File: config.mk
export PLATFORM = sky130hd
export DESIGN_NAME = vvs_vsync_extract
export DESIGN_NICKNAME = d
export VERILOG_FILES = /design/src/pkg/vvs_pkg.sv /design/src/pkg/vvs_osc_if.sv /design/src/rtl/vvs_osc_div.sv /design/src/rtl/vvs_vsync_extract.sv
export VERILOG_INCLUDE_DIRS = /design/src /design/src/pkg
export SDC_FILE = /design/constraint.sdc
export NUM_CORES = 1
export LEC_CHECK = 0
export ABC_AREA = 0
export BUFFER_PORTS_ARGS = -buffer_cell sky130_fd_sc_hd__buf_2
export CAP_MARGIN = 20
export CORE_UTILIZATION = 35
export CTS_CLUSTER_DIAMETER = 100
export DETAILED_ROUTE_END_ITERATION = 7
export GPL_ROUTABILITY_DRIVEN = 0
export PLACE_DENSITY_LB_ADDON = 0.05
export REMOVE_ABC_BUFFERS = 1
export SYNTH_ARGS = -nofsm -noshare
export SYNTH_HDL_FRONTEND = slang
export SYNTH_SLANG_ARGS = --single-unit
export TNS_END_PERCENT = 20
File: constraint.sdc
create_clock -name clk -period 3 [get_ports clk]
set_clock_uncertainty 0.05 [all_clocks]
set_input_delay 0.3 -clock clk [delete_from_list [all_inputs] [get_ports clk]]
set_output_delay 0.3 -clock clk [all_outputs]
set_load 0.02 [all_outputs]
File: src/pkg/vvs_params.svh
// constants for the vertical sync extractor: widths, offsets, counts
`ifndef VVS_PARAMS_SVH
`define VVS_PARAMS_SVH

// system clock period in ns (10 MHz)
`define VVS_CLK_NS       100
// video sample width and integrator width
`define VVS_VID_W        8
`define VVS_LVL_W        12
// slice offset above the clamped tip, about 70 mV at 10 mV per code
`define VVS_SLICE_OFS    8'h07
// clamp reset value: top of range, pulled down by the first tip
`define VVS_CLAMP_RST    8'hFF
// clock cycles between single-code upward leaks of the clamp
`define VVS_LEAK_CYC     16'h0040
// integrator ceiling, reset value and discharge step per cycle
`define VVS_LVL_MAX      12'hFFF
`define VVS_LVL_RST      12'h000
`define VVS_DISCH_STEP   12'h002
// least charge step per cycle
`define VVS_CHG_MIN      12'h001
// oscillator cycles in one vertical pulse and divider ceiling
`define VVS_DIV_COUNT    4'h8
`define VVS_DIV_LAST     4'h7
// least oscillator period in clock cycles
`define VVS_OSC_MIN      16'h0010

`endif

File: src/pkg/vvs_pkg.sv
// types shared by the vertical sync extractor modules
package vvs_pkg;

  // one video sample code
  typedef logic [7:0]  vvs_vid_t;
  // integrator level
  typedef logic [11:0] vvs_lvl_t;
  // oscillator period in clock cycles
  typedef logic [15:0] vvs_per_t;

  // vertical pulse latch state
  typedef enum logic [0:0]
  {
    VVS_IDLE  = 1'b0,
    VVS_PULSE = 1'b1
  } vvs_vstate_t;

endpackage

File: src/pkg/vvs_osc_if.sv
// link between the pulse latch and the gated oscillator divider
`timescale 1ns/10ps
interface vvs_osc_if;
  import vvs_pkg::*;

  logic     run;     // oscillator enable, high while latch is set
  vvs_per_t period;  // cycles per oscillator tick
  logic     tick;    // one-cycle pulse per oscillator cycle
  logic     done;    // one-cycle pulse after eight oscillator cycles

  modport ctl
  (
    output run,
    output period,
    input  tick,
    input  done
  );

  modport osc
  (
    input  run,
    input  period,
    output tick,
    output done
  );
endinterface

File: src/rtl/vvs_osc_div.sv
// gated oscillator with a divide-by-eight that ends the vertical pulse
`timescale 1ns/10ps
`include "vvs_params.svh"
module vvs_osc_div
  import vvs_pkg::*;
(
  input wire logic clk,
  input wire logic rst_n,
  vvs_osc_if.osc   osc
);

  vvs_per_t   cnt;        // clock cycles within one oscillator cycle
  logic [3:0] div;        // oscillator cycles seen
  vvs_per_t   next_cnt;
  logic [3:0] next_div;
  logic       next_tick;
  logic       next_done;

  ////////////////////////////////////////////////////////////////////
  // next values: the oscillator only runs while enabled
  always_comb
  begin
    next_cnt  = cnt;
    next_div  = div;
    next_tick = 1'b0;
    next_done = 1'b0;
    if (!osc.run)
    begin
      // stopped: restart from zero on the next enable
      next_cnt = '0;
      next_div = '0;
    end
    else if (cnt + 16'h0001 >= osc.period)
    begin
      // one oscillator cycle complete
      next_cnt  = '0;
      next_tick = 1'b1;
      if (div == `VVS_DIV_LAST)
      begin
        // eighth cycle: clear the latch
        next_done = 1'b1;
        next_div  = '0;
      end
      else
      begin
        next_div = div + 4'h1;
      end
    end
    else
    begin
      next_cnt = cnt + 16'h0001;
    end
  end

  // registers only
  always_ff @(posedge clk or negedge rst_n)
  begin
    if (!rst_n)
    begin
      cnt      <= '0;
      div      <= '0;
      osc.tick <= 1'b0;
      osc.done <= 1'b0;
    end
    else
    begin
      cnt      <= next_cnt;
      div      <= next_div;
      osc.tick <= next_tick;
      osc.done <= next_done;
    end
  end

endmodule

File: src/rtl/vvs_vsync_extract.sv
// composite sync slicer and vertical sync extractor, top level
`timescale 1ns/10ps
`include "vvs_params.svh"
module vvs_vsync_extract
  import vvs_pkg::*;
(
  input  wire logic     clk,
  input  wire logic     rst_n,
  input  wire vvs_vid_t vid_in,
  input  wire vvs_vid_t rset_code,
  input  wire vvs_lvl_t serration_threshold,
  input  wire vvs_lvl_t default_threshold,
  output var  logic     csync_out,
  output var  logic     vsync_out,
  output var  logic     field_clk_out
);

  ////////////////////////////////////////////////////////////////////
  // declarations

  vvs_osc_if osc ();        // latch to oscillator link

  vvs_vid_t    clamp;       // tracked sync tip level
  logic [15:0] leak_cnt;    // paces the clamp's upward leak
  logic        sync_q;      // internal sync, before output buffer
  vvs_lvl_t    integ;       // integrator level
  logic        det;         // serration detection flop
  logic        set_or_q;    // last OR output, for edge set
  vvs_vstate_t state;       // vertical pulse latch

  vvs_vid_t    next_clamp;
  logic [15:0] next_leak_cnt;
  logic        next_sync;
  vvs_lvl_t    next_integ;
  logic        next_det;
  vvs_vstate_t next_state;
  logic        next_field_clk;

  logic [8:0]  slice_sum;   // clamp plus offset, with carry
  vvs_vid_t    slice_lvl;   // comparator threshold
  logic        sync_now;    // sample is below the slice level
  logic        sync_end;    // trailing edge of a sync interval
  vvs_lvl_t    chg_step;    // charge per cycle from resistor code
  logic [12:0] chg_sum;     // charge with carry for saturation
  logic        dflt_cmp;    // default comparator output
  logic        set_or;      // detection OR default
  logic        set_rise;    // new set request for the latch

  ////////////////////////////////////////////////////////////////////
  // slicer: offset is fixed in codes, so independent of amplitude
  // clamp and slice
  always_comb
  begin
    slice_sum = {1'b0, clamp} + {1'b0, `VVS_SLICE_OFS};
    slice_lvl = slice_sum[8] ? 8'hFF : slice_sum[7:0];
    sync_now  = (vid_in < slice_lvl);
  end

  // clamp: drops at once to a lower tip, leaks up slowly otherwise
  always_comb
  begin
    next_clamp    = clamp;
    next_leak_cnt = leak_cnt + 16'h0001;
    if (vid_in < clamp)
    begin
      // fast charge onto the new tip
      next_clamp    = vid_in;
      next_leak_cnt = '0;
    end
    else if (leak_cnt >= `VVS_LEAK_CYC)
    begin
      // slow discharge toward the signal; stops at the tip itself
      next_leak_cnt = '0;
      if (vid_in > clamp)
        next_clamp = clamp + 8'h01;
    end
    next_sync = sync_now;
  end

  // slicer registers
  always_ff @(posedge clk or negedge rst_n)
  begin
    if (!rst_n)
    begin
      clamp     <= `VVS_CLAMP_RST;
      leak_cnt  <= '0;
      sync_q    <= 1'b0;
      csync_out <= 1'b0;
    end
    else
    begin
      clamp     <= next_clamp;
      leak_cnt  <= next_leak_cnt;
      sync_q    <= next_sync;
      csync_out <= next_sync;
    end
  end

  ////////////////////////////////////////////////////////////////////
  // integrator and comparators
  // short horizontal tips barely charge it before the long gaps drain
  // it; equalizing tips do the same, and only the wide vertical
  // pulse lets it climb; the step sizes trade detection margin for
  // immunity to a few noisy tips
  always_comb
  begin
    chg_step = {8'h00, ~rset_code[7:4]} + `VVS_CHG_MIN;
    chg_sum  = {1'b0, integ} + {1'b0, chg_step};
    if (sync_q)
      next_integ = chg_sum[12] ? `VVS_LVL_MAX : chg_sum[11:0];
    else if (integ > `VVS_DISCH_STEP)
      next_integ = integ - `VVS_DISCH_STEP;
    else
      next_integ = '0;
    // trailing edge of sync is the serration's rising video edge
    sync_end = sync_q & ~sync_now;
    next_det = sync_end ? (integ >= serration_threshold) : det;
    dflt_cmp = (integ >= default_threshold);
    set_or   = det | dflt_cmp;
    // edge set: a held set must not restart the pulse when it ends
    set_rise = set_or & ~set_or_q;
  end

  // integrator registers
  always_ff @(posedge clk or negedge rst_n)
  begin
    if (!rst_n)
    begin
      integ    <= `VVS_LVL_RST;
      det      <= 1'b0;
      set_or_q <= 1'b0;
    end
    else
    begin
      integ    <= next_integ;
      det      <= next_det;
      set_or_q <= set_or;
    end
  end

  ////////////////////////////////////////////////////////////////////
  // vertical pulse latch
  always_comb
  begin
    next_state     = state;
    next_field_clk = 1'b0;
    case (state)
      VVS_IDLE:
      begin
        if (set_rise)
        begin
          next_state     = VVS_PULSE;
          next_field_clk = 1'b1;
        end
      end
      VVS_PULSE:
      begin
        if (osc.done)
          next_state = VVS_IDLE;
      end
      default:
      begin
        next_state = VVS_IDLE;
      end
    endcase
  end

  // latch registers; output mirrors the latch
  always_ff @(posedge clk or negedge rst_n)
  begin
    if (!rst_n)
    begin
      state         <= VVS_IDLE;
      vsync_out     <= 1'b0;
      field_clk_out <= 1'b0;
    end
    else
    begin
      state         <= next_state;
      vsync_out     <= (next_state == VVS_PULSE);
      field_clk_out <= next_field_clk;
    end
  end

  ////////////////////////////////////////////////////////////////////
  // oscillator, running only while the latch is set
  // latch enables oscillator
  assign osc.run    = (state == VVS_PULSE);
  assign osc.period = {4'h0, rset_code, 4'h0} + `VVS_OSC_MIN;

  vvs_osc_div u_osc
  (
    .clk   (clk),
    .rst_n (rst_n),
    .osc   (osc)
  );

  ////////////////////////////////////////////////////////////////////
  // checks
  logic [3:0] ticks_seen;   // oscillator cycles within this pulse

  always_ff @(posedge clk or negedge rst_n)
  begin
    if (!rst_n)
      ticks_seen <= '0;
    else if (state != VVS_PULSE)
      ticks_seen <= '0;
    else if (osc.tick)
      ticks_seen <= ticks_seen + 4'h1;
  end

  a_csync_slice: assert property (
    @(posedge clk) disable iff (!rst_n)
    (vid_in < slice_lvl) |=> csync_out)
    else $error("csync missed a sample below the slice");

  a_clamp_tip: assert property (
    @(posedge clk) disable iff (!rst_n)
    (vid_in < clamp) |=> (clamp == $past(vid_in)))
    else $error("clamp did not follow a lower tip");

  a_integ_charge: assert property (
    @(posedge clk) disable iff (!rst_n)
    (sync_q && !chg_sum[12]) |=> (integ == $past(chg_sum[11:0])))
    else $error("integrator did not charge during sync");

  a_integ_drain: assert property (
    @(posedge clk) disable iff (!rst_n)
    (!sync_q && integ != 12'h000) |=> (integ < $past(integ)))
    else $error("integrator did not discharge outside sync");

  a_det_capture: assert property (
    @(posedge clk) disable iff (!rst_n)
    sync_end |=> (det == ($past(integ) >= $past(serration_threshold))))
    else $error("detection flop took the wrong compare");

  a_det_hold: assert property (
    @(posedge clk) disable iff (!rst_n)
    !sync_end |=> $stable(det))
    else $error("detection flop changed off the edge");

  a_latch_set: assert property (
    @(posedge clk) disable iff (!rst_n)
    (!vsync_out && det && !set_or_q) |=> (vsync_out && field_clk_out))
    else $error("serration detection did not start the pulse");

  a_dflt_start: assert property (
    @(posedge clk) disable iff (!rst_n)
    (state == VVS_IDLE && dflt_cmp && !set_or_q) |=> vsync_out)
    else $error("default compare did not start the pulse");

  a_pulse_end: assert property (
    @(posedge clk) disable iff (!rst_n)
    osc.done |=> (!vsync_out && !field_clk_out))
    else $error("pulse outlived the eighth oscillator cycle");

  a_pulse_len: assert property (
    @(posedge clk) disable iff (!rst_n)
    osc.done |-> (ticks_seen == `VVS_DIV_LAST))
    else $error("pulse did not last eight oscillator cycles");

  // no ticks while the latch is clear
  a_osc_gate: assert property (
    @(posedge clk) disable iff (!rst_n)
    !osc.run |=> (!osc.tick && !osc.done))
    else $error("oscillator ticked while the latch was clear");

  // the field flop sees exactly one clock edge per pulse
  a_field_single: assert property (
    @(posedge clk) disable iff (!rst_n)
    field_clk_out |=> !field_clk_out)
    else $error("field clock stayed high");

  // ticks are spaced by the resistor-set period, never back to back
  a_tick_gap: assert property (
    @(posedge clk) disable iff (!rst_n)
    osc.tick |=> !osc.tick)
    else $error("oscillator ticked on two cycles in a row");

  // a set edge on an idle latch shows on the output one edge later
  a_vsync_start: assert property (
    @(posedge clk) disable iff (!rst_n)
    (state == VVS_IDLE && set_rise) |=> (vsync_out && field_clk_out))
    else $error("set edge did not start the vertical pulse");

endmodule
==> results of run 1 <==
-- Yosys cell counts (4+ instances only) --
library cell / number
o21a_1: 4
ha_1: 60
mux2_2: 7
nand3_1: 22
nor2_1: 36
dfstp_2: 8
xnor2_1: 30
nand2b_1: 6
xor2_1: 11
and3_1: 13
nand2_1: 25
clkbuf_1: 10
nor3_1: 15
nor2b_1: 10
mux2i_1: 5
a21oi_1: 17
nand4_1: 10
or3_1: 8
nor2b_4: 5
dfrtp_1: 54
a211oi_1: 5
nor4_1: 4
inv_1: 49
o21ai_0: 19
a21o_1: 7
-- final cells by class --
| cell class | instances | share of cell area, % |
|---|---|---|
| Multi-Input combinational cell | 383 | 52.0 |
| Timing Repair Buffer | 75 | 8.41 |
| Sequential cell | 62 | 27.6 |
| Clock inverter | 6 | 0.841 |
| Inverter | 49 | 3.26 |
| Tap cell | 172 | 3.81 |
| Clock buffer | 10 | 4.05 |
-- per-layer routing --
metal	track usage, %	wire length, um
met2	27.9	4740
met3	3.94	324
met4	5.13	110
met5	0	0
met1	21.6	5120
-- worst max-delay path, stage by stage (launching register included) --
cell	delay, ns
dfrtp_1	0.39
ha_2	0.20
and3_4	0.22
nand3_1	0.14
xnor2_2	0.18
ha_1	0.33
a21oi_1	0.15
nand2_1	0.07
or4_4	0.53
or2_4	0.28
buf_12	0.15
nor2b_4	0.10
-- worst max path at each step --
stage          slack [ns]          from      endpoint
2_1_floorplan       -0.06  u_osc.cnt[0]  u_osc.cnt[7]
3_3_place_gp       -0.005      clamp[0]           det
3_5_place_dp        -0.07      clamp[4]           det
4_1_cts            -0.006      clamp[4]           det
5_1_grt             -0.02      clamp[5]           det
6_report             0.12  u_osc.cnt[1]  u_osc.cnt[9]
-- power by group through the flow --
stage                     clock [mW]  sequential (mW)  combinational [mW]
after floorplan                    0             1.32                1.38
after global placement             0             1.35                1.93
after detailed placement           0             1.35                1.94
after CTS                      0.999             1.34                1.99
after global routing            1.04             1.37                2.33
final                          0.967             1.34                2.01
-- kinds of logic (layout without fill, tap and decap cells) --
logic type	after synthesis	count (layout)	share of synthesized area, %
buf+inv	61	140	5.37
xor+xnor	41	41	7.82
mux	12	12	2.81
simple gates	175	175	21.1
other cells	1	12	0.0817
fa+ha+maj	61	61	16.8
flops	62	62	34.0
compound gates	82	82	12.0
-- registers in the layout (all words and copies together), names as in the netlist --
signal,flops
clamp,8
field_clk_out,1
det,1
osc.run,1
u_osc.osc.done,1
u_osc.div,4
u_osc.cnt,16
sync_q,1
set_or_q,1
integ,12
leak_cnt,16
-- repair_timing --
item                                    in CTS  in global routing
hold buffers                                 0                  0
pin swaps                                    2                 12
endpoints found under the setup margin       2                 19
endpoints found under the hold margin        0                  0
buffers inserted                             2                  4
gates resized for setup                      5                 20
-- metrics by stage --
step / utilization (%) / area (um^2) / setup TNS, ns / setup slack (ns)
after floorplan: - / 4570 / -0.0587 / -0.0587
after global placement: 40.7 / 5180 / -0.00519 / -0.00519
after detailed placement: 40.7 / 5180 / -0.0907 / -0.0694
after CTS: 43.4 / 5520 / -0.00634 / -0.00634
after global routing: 44.4 / 5650 / -0.0308 / -0.0248
final: 44.4 / 5650 / 0 / 0.119
==> impl_metrics.ini, run 1 <==
[critical_path]
arrival_ns = 3.10
ff2ff_path_depth = 11
r2r-start = u_osc.cnt[1]
cp-start-kind = register
reg2reg_slack_ns = 0.12
cp_max_fo = 5
path_class = register to register
r2r-end = u_osc.cnt[9]
endpoint_kind = register
crit_required_ns = 3.22

[clock_tree]
worstSkewPairLatency_ns = 0.34
clkTransAtPathRegs_ns = 0.05
clk_path_buf_depth = 2
tritoncts = done
cts_buffers = 9
cts_htree_levels = 3
clock-sinks = 62
root_buffer = clkbuf_16

[floorplan]
die_y_um = 117
std_cell_rows = 41
start_util_pct = 36.1
core_region_area_um2 = 12700
die-area_um2 = 13600
top_level_ports = 45
die_w_um = 117

[grt]
antenna_found_initial = 0
grt_pass1_vias = 3690
grt_max_degree = 63
grt_usage_pct = 16.8
grt_overflow = 0
grt_pass1_wl_mm = 17.4

[layout]
final_cell_mix = ha_1 (57), dfrtp_1 (54), inv_1 (49)
fin_cells = 757
mostFrequentLayoutCell = ha_1
n_antenna_cell = 0
fillers = 1314
nNetsFinal = 683
regArea_um2 = 1560
area_growth_pct = 23.1
drive_above_1_share_pct = 24.3
multi_input_area_um2 = 2940

[sta]
worst_pin_slew_ns = 0.813
maxSlewHeadroom_pct = 44.4
fin_crit_ns = 2.88
final_max_slew_viol_count = 0
post-route-period-util_pct = 96.0
fmax_mhz = 347
holdWs_ns = 0.0861
setup_viol = 0
hold_viol_final = 0

[pwr]
power_frac_comb_pct = 46.6
ir_worst_vdd_mv = 0.441
power_frac_clock_pct = 22.4
power.leakage_nw = 2.72
intPower_mw = 2.58
p_total_mw = 4.31
power_density_nw_per_um2 = 763
switching_share_pct = 40.1
seqPwrFrac_pct = 31.0
switchingPower_mw = 1.73

[job]
drv_cap = 0

[yosys]
synth.area.top_cells = dfrtp_1 (29%), ha_1 (16%), xnor2_1 (5.7%)
synth.largest_area_cell = dfrtp_1
netlist_area_um2 = 4590
seq_area_frac_synth_pct = 34.0
netlist_instances = 495
yosysWarningCount = 0
ys_types = 62
synth-edff-count = 0
ys_ff_latch = 62
yosys_most_used_dff = dfrtp_1
synth_top_area_share_pct = 29.4
async_flop_share_pct = 100
syn_area_per_cell_um2 = 9.27

[placed_design]
placed_cells = 734
portBuffers = 44
post-dp-hpwl_mm = 7.80

[hold_path]
hold_class = input pin to async pin

[route]
wire_per_inst_um = 13.6
finalWirelength_mm = 10.3
vias = 3710
drc = 0
vias_per_cell = 4.90
ant_nets = 0
dr.first_iter.drc_count = 143
drt-pass1-iter-count = 4

[outcome]
status = completed
(Power assumes the default switching activity.)
==> inputs of run 2 (changes only) <==
- BUFFER_PORTS_ARGS: -buffer_cell sky130_fd_sc_hd__buf_2 -> -buffer_cell sky130_fd_sc_hd__clkbuf_2
==> run 2 against run 1 <==
Net effect:
- sequential share of layout area barely moved
- register-to-register slack improved by 0.02 ns
- critical path depth did not move
- cell count rose by 0.13%
- die area did not move
- core utilization barely moved
- worst hold slack improved by 0.0049 ns
- first-iteration DRC count fell by 12%
- global-route usage fell by 0.51 points
- largest cell class unchanged
==> impl_metrics.ini, run 2 (synthesis gave the netlist of run 1 again) <==
[critical_path]
path_class = register to register
worst_path_most_repeated_cell = and3_4
cp_max_fo = 5
crit_required_ns = 3.21
ff2ff_path_depth = 11
crit_buf_inv = 1
cp-start-kind = register
max_stage_delay_ns = 0.53
reg2reg_slack_ns = 0.13
path_delay_family = simple AND/OR/NAND/NOR gates
cp.depth = 11
endpoint_kind = register
cpMaxStageDelayCell = or4_4
path_cells = and3_4 -> and3_4 -> nand3_1 -> xnor2_2 -> ha_1 -> a21oi_1 -> nand2_1 -> or4_4 -> or2_4 -> buf_12 -> nor2b_4
arrival_ns = 3.08

[grt]
grt_overflow = 0
grt_pass1_vias = 3641
grt_max_degree = 63
antenna_found_initial = 0
grt_pass1_wl_mm = 17.1
grt_usage_pct = 16.3

[floorplan]
die_w_um = 117
std_cell_rows = 41
die_y_um = 117
start_util_pct = 36.1
die-area_um2 = 13600
core_region_area_um2 = 12700
top_level_ports = 45

[route]
drt-pass1-iter-count = 4
wire_per_inst_um = 13.4
dr.first_iter.drc_count = 126
ant_nets = 0
vias_per_cell = 4.89
vias = 3706
finalWirelength_mm = 10.2
drc = 0

[layout]
area_growth_pct = 23.1
fin_cells = 758
drive_above_1_share_pct = 24.6
reg.largest.list = leak_cnt x16, u_osc.cnt x16, integ x12
mostFrequentLayoutCell = ha_1
n_antenna_cell = 0
final_cell_mix = ha_1 (59), dfrtp_1 (53), inv_1 (49)
nNetsFinal = 684
utilization_pct = 44.4

[sta]
maxSlewHeadroom_pct = 44.9
fmax_mhz = 349
holdWs_ns = 0.0911
fin_crit_ns = 2.87
hold_viol_final = 0
final_max_slew_viol_count = 0
setup_tns_ns = 0
setup_viol = 0
worst_pin_slew_ns = 0.826
post-route-period-util_pct = 95.5

[clock_tree]
clock-sinks = 62
worstSkewPairLatency_ns = 0.33
tritoncts = done
root_buffer = clkbuf_16
clkTransAtPathRegs_ns = 0.06
cts_htree_levels = 3
cts_buffers = 9
clk_path_buf_depth = 2

[placed_design]
post-dp-hpwl_mm = 7.68
placed_cells = 732
portBuffers = 44

[pwr]
power_density_nw_per_um2 = 760
power.leakage_nw = 2.76
p_total_mw = 4.29
ir_worst_vdd_mv = 0.334

[job]
drv_cap = 0

[hold_path]
hold_class = input pin to async pin

[outcome]
status = completed
## run 2: final timing paths
| check | start | endpoint |
|---|---|---|
| max | u_osc.cnt[3] | u_osc.cnt[10] |
| min | rst_n | leak_cnt[4] |
| max reg2reg | u_osc.cnt[3] | u_osc.cnt[10] |
| min reg2reg | set_or_q | field_clk_out |
| max in group asynchronous | rst_n | u_osc.cnt[7] |
| min in group clk | vid_in[3] | clamp[3] |
## run 2: cell type report
type,instances,area [um^2]
fill,1307,7070
multi-input combinational,383,2920
sequential,62,1560
timing repair buffer,76,483
clock buffer,9,225
tap,172,215
inverter,49,184
clock inverter,7,57.6
## run 2: power by group
part	leakage, nW	total, mW	switching (mW)	internal [mW]
Combinational	1.84	1.96	1.03	0.934
Sequential	0.780	1.34	0.280	1.06
Clock	0.134	0.989	0.419	0.570
Total	2.76	4.29	1.72	2.57
## run 2: stage by stage
step / cell area, um^2 / worst slack, ns
floorplan: 4570 / -0.0587
global placement: 5170 / 0.00881
detailed placement: 5170 / -0.0423
CTS: 5520 / 0.000905
global route: 5650 / -0.0175
finish: 5650 / 0.134
## run 2: per-layer routing
metal | track usage (%) | vias to the layer above | share of wire, %
li1 | - | 1904 | -
met1 | 21.3 | 1749 | 49
met2 | 27.5 | 46 | 47
met3 | 3.68 | 7 | 2.7
met4 | 3.33 | 0 | 0.83
met5 | 0 | - | 0
## run 2: timing repair
action	in CTS	in global routing
pin swaps	1	10
gates resized for setup	4	20
hold buffers	0	0
setup endpoints to repair	2	19
buffers inserted	3	7
